**src/verilog/rtp_pkg.sv**
```systemverilog
// Constants for the reload timer PWM channel block.
// Assumes a 32-bit APB slave port on a single 50 MHz clock.
package rtp_pkg;

    // ----------------------------------------------------------------
    // Register byte offsets
    // ----------------------------------------------------------------
    localparam logic [11:0] RTP_OFF_RELOAD  = 12'h000;  // Reload value
    localparam logic [11:0] RTP_OFF_DUTY3   = 12'h004;  // Channel 3 duty
    localparam logic [11:0] RTP_OFF_CTRL    = 12'h008;  // Channel control
    localparam logic [11:0] RTP_OFF_STATUS  = 12'h00c;  // Counter, pin

    // ----------------------------------------------------------------
    // Field positions and reset values
    // ----------------------------------------------------------------
    localparam int          RTP_CTRL_SEL    = 0;        // Channel select
    localparam int          RTP_CTRL_POL    = 1;        // Polarity bit
    localparam int          RTP_STAT_PIN    = 16;       // Pin level bit
    localparam logic [11:0] RTP_CNT_MAX     = 12'hfff;  // Counter top
    localparam logic [11:0] RTP_RELOAD_RST  = 12'h000;  // Reload at reset
    localparam logic [11:0] RTP_DUTY_RST    = 12'h000;  // Duty at reset

    // Polarity settings
    typedef enum logic {
        polarity_high_until_compare = 1'b0,
        polarity_low_until_compare  = 1'b1
    } rtp_pol_t;

endpackage : rtp_pkg
```
**src/verilog/rtp_channel.sv**
```systemverilog
// Reload timer with its third PWM channel, behind an APB slave.
// Assumes an APB master on pclk; the counter clock is pclk itself.
// Notes on behaviour
// - 12-bit reload value sets PWM period
// - First polarity: high at or below duty
// - Second polarity: low at or below duty
// - Channel owns 12-bit duty compare register
// - Channel three selectable, own polarity, duty
`timescale 1ns/1ps
`default_nettype none

module rtp_channel
    import rtp_pkg::*;
(
    input  wire logic        pclk,              // Bus and counter clock
    input  wire logic        presetn,           // Async reset, active low
    input  wire logic        psel,              // APB select
    input  wire logic        penable,           // APB access phase
    input  wire logic        pwrite,            // APB direction
    input  wire logic [11:0] paddr,             // APB byte address
    input  wire logic [31:0] pwdata,            // APB write data
    output logic      [31:0] prdata,            // APB read data
    output logic             pready,            // APB ready
    output logic             pslverr,           // APB error
    output logic             channel_output_pin // PWM pin
);

    // ----------------------------------------------------------------
    // State
    // ----------------------------------------------------------------
    logic [11:0] reload_r;      // Reload value register
    logic [11:0] reload_nxt;    // Reload value after this edge
    logic [11:0] duty_r;        // Channel 3 duty compare
    logic [11:0] duty_nxt;      // Duty compare after this edge
    logic        sel_r;         // Channel 3 enabled
    logic        sel_nxt;       // Channel select after this edge
    rtp_pol_t    pol_r;         // Channel 3 polarity
    rtp_pol_t    pol_nxt;       // Polarity after this edge
    logic [11:0] cnt_r;         // Free running counter
    logic [11:0] cnt_nxt;       // Next counter value
    logic        pin_nxt;       // Next pin level
    logic        setup;         // Setup phase seen
    logic        access;        // Access phase with ready
    logic        wr_en;         // Write takes effect
    logic        rd_en;         // Read data is captured
    logic        known;         // Address is mapped
    logic [31:0] rd_word;       // Word chosen for a read

    // ----------------------------------------------------------------
    // Bus decode
    // ----------------------------------------------------------------
    // Address hits one of the four words
    function automatic logic rtp_mapped(input logic [11:0] a);
        return a == RTP_OFF_RELOAD || a == RTP_OFF_DUTY3 ||
               a == RTP_OFF_CTRL   || a == RTP_OFF_STATUS;
    endfunction

    // Level of the pin for one counter value; idle low when deselected
    function automatic logic rtp_level(input logic        sel,
                                       input rtp_pol_t    pol,
                                       input logic [11:0] cnt,
                                       input logic [11:0] duty);
        if (!sel) begin
            return 1'b0;
        end else if (pol == polarity_high_until_compare) begin
            return cnt <= duty;
        end else begin
            return cnt > duty;
        end
    endfunction

    // Write strobe aimed at one register word
    function automatic logic rtp_wr_hit(input logic        en,
                                        input logic [11:0] a,
                                        input logic [11:0] off);
        return en && a == off;
    endfunction

    // Bus phases; an access is the cycle that completes a transfer
    assign setup  = psel && !penable;               // First bus cycle
    assign access = psel && penable && pready;      // Completing cycle
    assign known  = rtp_mapped(paddr);              // Decoded address
    assign wr_en  = access && pwrite && known;      // Register update
    assign rd_en  = setup && !pwrite;               // Read capture

    // ----------------------------------------------------------------
    // APB handshake: one wait-free access after each setup
    // ----------------------------------------------------------------
    // Ready rises for exactly the access cycle following setup
    always_ff @(posedge pclk or negedge presetn) begin
        if (!presetn) begin
            pready  <= 1'b0;
            pslverr <= 1'b0;
        end else begin
            pready  <= setup;
            pslverr <= setup && !known;  // Unmapped answers with error
        end
    end

    // Word selected by the read address; unmapped and unused bits zero
    always_comb begin
        rd_word = 32'h0000_0000;                      // Default all zero
        unique case (paddr)
            RTP_OFF_RELOAD: begin
                rd_word[11:0] = reload_r;
            end
            RTP_OFF_DUTY3: begin
                rd_word[11:0] = duty_r;
            end
            RTP_OFF_CTRL: begin
                rd_word[RTP_CTRL_SEL] = sel_r;
                rd_word[RTP_CTRL_POL] = pol_r;
            end
            RTP_OFF_STATUS: begin
                rd_word[11:0]         = cnt_r;        // Counter value
                rd_word[RTP_STAT_PIN] = channel_output_pin; // Pin level
            end
            default: begin
                rd_word = 32'h0000_0000;              // Unmapped reads zero
            end
        endcase
    end

    // Read data captured in the setup cycle, held until the next one
    always_ff @(posedge pclk or negedge presetn) begin
        if (!presetn) begin
            prdata <= 32'h0000_0000;
        end else if (rd_en) begin
            prdata <= rd_word;                        // Read answer
        end else if (setup) begin
            prdata <= 32'h0000_0000;                  // Write reads zero
        end
    end

    // ----------------------------------------------------------------
    // Configuration registers
    // ----------------------------------------------------------------
    // Reload value, full 12-bit range; holds unless written
    always_comb begin
        if (rtp_wr_hit(wr_en, paddr, RTP_OFF_RELOAD)) begin
            reload_nxt = pwdata[11:0];
        end else begin
            reload_nxt = reload_r;                    // Hold
        end
    end

    always_ff @(posedge pclk or negedge presetn) begin
        if (!presetn) begin
            reload_r <= RTP_RELOAD_RST;
        end else begin
            reload_r <= reload_nxt;
        end
    end

    // Channel duty compare, full 12-bit range; holds unless written
    always_comb begin
        if (rtp_wr_hit(wr_en, paddr, RTP_OFF_DUTY3)) begin
            duty_nxt = pwdata[11:0];
        end else begin
            duty_nxt = duty_r;                        // Hold
        end
    end

    always_ff @(posedge pclk or negedge presetn) begin
        if (!presetn) begin
            duty_r <= RTP_DUTY_RST;
        end else begin
            duty_r <= duty_nxt;
        end
    end

    // Channel select and polarity; upper bits of the word are dropped
    always_comb begin
        if (rtp_wr_hit(wr_en, paddr, RTP_OFF_CTRL)) begin
            sel_nxt = pwdata[RTP_CTRL_SEL];
            pol_nxt = rtp_pol_t'(pwdata[RTP_CTRL_POL]);
        end else begin
            sel_nxt = sel_r;                          // Hold
            pol_nxt = pol_r;                          // Hold
        end
    end

    always_ff @(posedge pclk or negedge presetn) begin
        if (!presetn) begin
            sel_r <= 1'b0;
            pol_r <= polarity_high_until_compare;
        end else begin
            sel_r <= sel_nxt;
            pol_r <= pol_nxt;
        end
    end

    // ----------------------------------------------------------------
    // Counter
    // ----------------------------------------------------------------
    // Count up to the top, then restart at the reload value
    // A reload written mid-period takes hold at the next wrap
    always_comb begin
        if (cnt_r == RTP_CNT_MAX) begin
            cnt_nxt = reload_r;
        end else begin
            cnt_nxt = cnt_r + 12'h001;
        end
    end

    always_ff @(posedge pclk or negedge presetn) begin
        if (!presetn) begin
            cnt_r <= RTP_RELOAD_RST;
        end else begin
            cnt_r <= cnt_nxt;
        end
    end

    // ----------------------------------------------------------------
    // Compare and pin
    // ----------------------------------------------------------------
    // Level from compare and polarity; idle low when deselected.
    // Every input is taken at its value after this edge, so the pin
    // moves in the same cycle as a duty, polarity or select write
    // and never shows one cycle of a stale compare.
    always_comb begin
        pin_nxt = rtp_level(sel_nxt, pol_nxt,
                            cnt_nxt, duty_nxt);
    end

    always_ff @(posedge pclk or negedge presetn) begin
        if (!presetn) begin
            channel_output_pin <= 1'b0;
        end else begin
            channel_output_pin <= pin_nxt;
        end
    end

    // ----------------------------------------------------------------
    // Checks
    // ----------------------------------------------------------------
    pin_pol_high_a: assert property (@(posedge pclk) disable iff (!presetn)
        sel_r && pol_r == polarity_high_until_compare
        |-> channel_output_pin == (cnt_r <= duty_r))
        else $error("pin wrong for first polarity");

    pin_pol_low_a: assert property (@(posedge pclk) disable iff (!presetn)
        sel_r && pol_r == polarity_low_until_compare
        |-> channel_output_pin == (cnt_r > duty_r))
        else $error("pin wrong for second polarity");

    cnt_wrap_a: assert property (@(posedge pclk) disable iff (!presetn)
        cnt_r == RTP_CNT_MAX |=> cnt_r == $past(reload_r))
        else $error("counter did not reload");

    cnt_step_a: assert property (@(posedge pclk) disable iff (!presetn)
        cnt_r != RTP_CNT_MAX |=> cnt_r == $past(cnt_r) + 12'h001)
        else $error("counter did not step");

    reload_wr_a: assert property (@(posedge pclk) disable iff (!presetn)
        wr_en && paddr == RTP_OFF_RELOAD
        |=> reload_r == $past(pwdata[11:0]))
        else $error("reload write lost");

    duty_wr_a: assert property (@(posedge pclk) disable iff (!presetn)
        wr_en && paddr == RTP_OFF_DUTY3
        |=> duty_r == $past(pwdata[11:0]))
        else $error("duty write lost");

    ctrl_wr_a: assert property (@(posedge pclk) disable iff (!presetn)
        wr_en && paddr == RTP_OFF_CTRL
        |=> sel_r == $past(pwdata[RTP_CTRL_SEL])
            && pol_r == $past(pwdata[RTP_CTRL_POL]))
        else $error("control write lost");

    pin_idle_a: assert property (@(posedge pclk) disable iff (!presetn)
        !sel_r |-> !channel_output_pin)
        else $error("deselected pin not low");

    rd_reload_a: assert property (@(posedge pclk) disable iff (!presetn)
        access && !pwrite && paddr == RTP_OFF_RELOAD
        |-> prdata[11:0] == $past(reload_r))
        else $error("reload read wrong");

    rd_duty_a: assert property (@(posedge pclk) disable iff (!presetn)
        access && !pwrite && paddr == RTP_OFF_DUTY3
        |-> prdata[11:0] == $past(duty_r))
        else $error("duty read wrong");

    rd_status_a: assert property (@(posedge pclk) disable iff (!presetn)
        access && !pwrite && paddr == RTP_OFF_STATUS
        |-> prdata[11:0] == $past(cnt_r)
            && prdata[RTP_STAT_PIN] == $past(channel_output_pin))
        else $error("status read wrong");

    err_unmapped_a: assert property (@(posedge pclk) disable iff (!presetn)
        access |-> pslverr == !known)
        else $error("error flag wrong");

    ready_pulse_a: assert property (@(posedge pclk) disable iff (!presetn)
        setup |=> pready ##1 !pready)
        else $error("ready not one cycle");

endmodule : rtp_channel

`default_nettype wire

```
**config.mk**
```make
export PLATFORM = sky130hd
export DESIGN_NAME = rtp_channel
export DESIGN_NICKNAME = d
export VERILOG_FILES = /design/src/verilog/rtp_pkg.sv /design/src/verilog/rtp_channel.sv
export SDC_FILE = /design/constraint.sdc
export NUM_CORES = 1
export LEC_CHECK = 0
export ABC_AREA = 1
export BUFFER_PORTS_ARGS = -buffer_cell sky130_fd_sc_hd__buf_2
export CORE_MARGIN = 3
export CORE_UTILIZATION = 55
export CTS_BUF_LIST = sky130_fd_sc_hd__clkbuf_4 sky130_fd_sc_hd__clkbuf_8 sky130_fd_sc_hd__clkbuf_16
export DETAILED_ROUTE_END_ITERATION = 8
export GPL_TIMING_DRIVEN = 0
export PLACE_DENSITY = 0.83
export SETUP_SLACK_MARGIN = 0.2
export SYNTH_ARGS = -nofsm -noshare
export SYNTH_HDL_FRONTEND = slang
export SYNTH_SLANG_ARGS = --single-unit
```
**constraint.sdc**
```tcl
create_clock -name pclk -period 4.1 [get_ports pclk]
set_input_delay 0.615 -clock pclk [delete_from_list [all_inputs] [get_ports pclk]]
set_output_delay 0.615 -clock pclk [all_outputs]
set_load 0.02 [all_outputs]
```
==> flow_metrics.py <==
metrics = {
    "synth": {
        "syn_avg_cell_area_um2": 8.00,
        "synth_area_leaders": "dfrtp_1, nand2_1, nand3_1",
        "ys_seq_area_share_pct": 42.4,
        "netlist.area_leader.share_pct": 42.4,
        "ys_warn_count": 0,
        "synth_edf_count": 0,
        "synth_flop_cell": "dfrtp_1",
        "synth_area_um2": 3190,
        "synth-seq-cells": 54,
        "synth_cell_types": 35,
        "netlist_instances": 398,
        "async_reset_ff_share_pct": 100,
        "post-synth-top-area-cell": "dfrtp_1",
    },
    "timing": {
        "min_period_ns": 2.95,
        "clock_skew_ns": 0.00596,
        "maxSlewHeadroom_pct": 19.3,
        "hold_viol_final": 0,
        "drv_slew": 0,
        "fin_crit_sh_pct": 71.8,
        "fin_ws_ns": 1.15,
        "tns_ns": 0,
        "worst_pin_slew_ns": 1.21,
        "rsz0062_at_grt": "false",
        "max_freq_ghz": 0.339,
        "setup_viol": 0,
    },
    "clock_tree": {
        "cts_resized": 0,
        "clock_latency_ns": 0.31,
        "cts_root_buffer": "clkbuf_8",
        "clk_path_buf_depth": 2,
        "clkTransAtPathRegs_ns": 0.09,
        "tritoncts": "yes",
        "cts_made_buffers": 5,
        "cts_hold_buf": 0,
        "htree_levels": 2,
        "post_cts_buffers": 0,
        "cts_num_sinks": 54,
    },
    "global_route": {
        "overflow": 0,
        "track_usage_pct": 23.8,
        "grt_pass1_wl_um": 12100,
        "antenna_found_initial": 0,
        "grt_max_degree": 55,
        "grt_pass1_vias": 2523,
    },
    "placement": {
        "hpwl_um": 5790,
        "io_buffers": 44,
        "gp_congestion": 0.895,
        "dp_cells": 532,
        "post-place-ws_ns": 1.09,
    },
    "outcome": {
        "outcome": "complete, no violations",
    },
    "detailed_routing": {
        "ant_nets": 0,
        "wl_met1_um": 3170,
        "drt-initial-drc-count": 241,
        "dr.pass1.iters": 5,
        "dr_wl_met2_um": 3660,
        "top_layer_used": "met4",
        "drt-total-wl_um": 7620,
        "avgRoutedWirePerCell_um": 14.1,
        "num_vias": 2861,
        "dr_wl_met3_um": 687,
        "drcViolationCount": 0,
        "viasPerCell": 5.30,
    },
    "worst_setup_path": {
        "cp_max_fo": 10,
        "path_cells": "ha_1, nand2_1, nor2_1, nand3_2, inv_1, buf_4, nand2_1, o21ai_0, ha_1, nand2_1, nor2_1, and2_1, nand2_1, nand3_1, a21oi_1, nor2_1",
        "required_ns": 4.29,
        "crit_type": "flop to flop",
        "crit_path_start_kind": "flop",
        "slowest_stage": "dfrtp_1",
        "critPathArrivalTime_ns": 3.14,
        "worst_setup_path_end_kind": "flop",
        "path_delay_family": "simple AND/OR/NAND/NOR gates",
        "crit_buf_inv": 2,
        "max_stage_delay_ns": 0.42,
        "cp_common_cell": "nand2_1",
    },
    "die": {
        "die_h_um": 82.1,
        "ios": 84,
        "die-area_um2": 6740,
        "rows": 27,
        "core_area_um2": 5540,
        "initial_core_util_pct": 57.5,
        "die_w_um": 82.1,
    },
    "layout": {
        "drive_above_1_share_pct": 22.9,
        "diodes": 0,
        "fillers": 483,
        "final_common_cell": "nand2_1",
        "final_cell_mix": "nand2_1, dfrtp_1, buf_2, inv_1, nand3_1",
        "syn2layout_area_growth_pct": 14.8,
        "fin_nets": 529,
        "stdcell_count": 540,
        "fin_util_pct": 66.0,
    },
    "worst_hold_path": {
        "min_path_type": "flop to flop",
    },
    "power": {
        "finalPower_mw": 0.923,
        "irDropWorstVdd_mv": 0.149,
        "power_leakage_nw": 1.93,
        "power_density_nw_per_um2": 252,
    },
    "flow_run": {
        "cap_violations": 0,
    },
}
## cells in the mapped netlist (2+ instances only)
cell and number:
dfrtp_1 54, o21ai_2 11, buf_6 2, ha_1 13, nand4_1 5, nand3_4 2, o211ai_1 8, nor3_4 2
nand3_1 36, a21oi_1 6, o21ai_1 2, inv_2 4, clkbuf_1 2, buf_4 20, nor2_1 20, buf_2 4
nand3_2 2, inv_1 47, o21ai_0 22, nor2_4 3, nor3_1 4, nand2_1 113, xor2_1 4
## kinds of logic after synthesis
family,count (synthesis),share of synthesized area [%]
and+or+nand+nor,192,27.8
buffers and inverters,80,12.4
AOI/OAI and AO/OA,54,11.0
DFF,54,42.4
adders and majority gates,13,5.11
xor gates and xnor gates,4,1.10
other,1,0.118
## power by group
| part | leakage [nW] | switching (mW) | internal, mW |
|---|---|---|---|
| Combinational | 1.15 | 0.0532 | 0.0271 |
| Sequential | 0.722 | 0.000392 | 0.533 |
| Clock | 0.0517 | 0.166 | 0.143 |
| Total | 1.93 | 0.220 | 0.703 |
## stage by stage
step	hold slack, ns	area [um2]
final	0.478	3660
after global placement	0.457	3560
after CTS	0.484	3660
after floorplan	0.319	3250
after detailed placement	0.459	3560
after global routing	0.498	3660
## sequential cells by signal, summed over array words and instances, names as in the netlist
signal	count
prdata	13
channel_output_pin	1
cnt_r	12
pready	1
sel_r	1
reload_r	12
pslverr	1
pol_r	1
duty_r	12
## path summary, 6_finish.rpt
check | start | to | slack, ns | cells past startpoint
worst min-delay path | prdata[9] | prdata[9] | 0.48 | 2
max in group asynchronous | presetn | reload_r[2] | 2.80 | 1
worst max-delay path | cnt_r[0] | channel_output_pin | 1.15 | 16
min in group asynchronous | presetn | prdata[0] | 0.54 | 1
worst max register to register | cnt_r[0] | channel_output_pin | 1.15 | 16
worst min register to register | prdata[9] | prdata[9] | 0.48 | 2
## cell type report
| type | instances | area [um2] | share of cell area (%) |
|---|---|---|---|
| buffer | 28 | 200 | 5.47 |
| timing repair buffer | 44 | 220 | 6.02 |
| clock buffer | 7 | 90.1 | 2.46 |
| clock inverter | 1 | 5.00 | 0.137 |
| sequential | 54 | 1350 | 36.9 |
| inverter | 52 | 195 | 5.34 |
| tap | 72 | 90.1 | 2.46 |
| multi-input combinational | 282 | 1510 | 41.2 |
## layer usage
metal | vias up | global-route usage (%)
li1 | 1383 | -
met5 | - | 0
met3 | 8 | 4.01
met2 | 139 | 39.1
met4 | 0 | 7.97
met1 | 1331 | 32.0
## worst min-delay path, cell delays in order, from the launching register on
cell and delay (ns):
dfrtp_1 0.35, nand2_1 0.05, nand2_1 0.05
(Power assumes the default switching activity.)
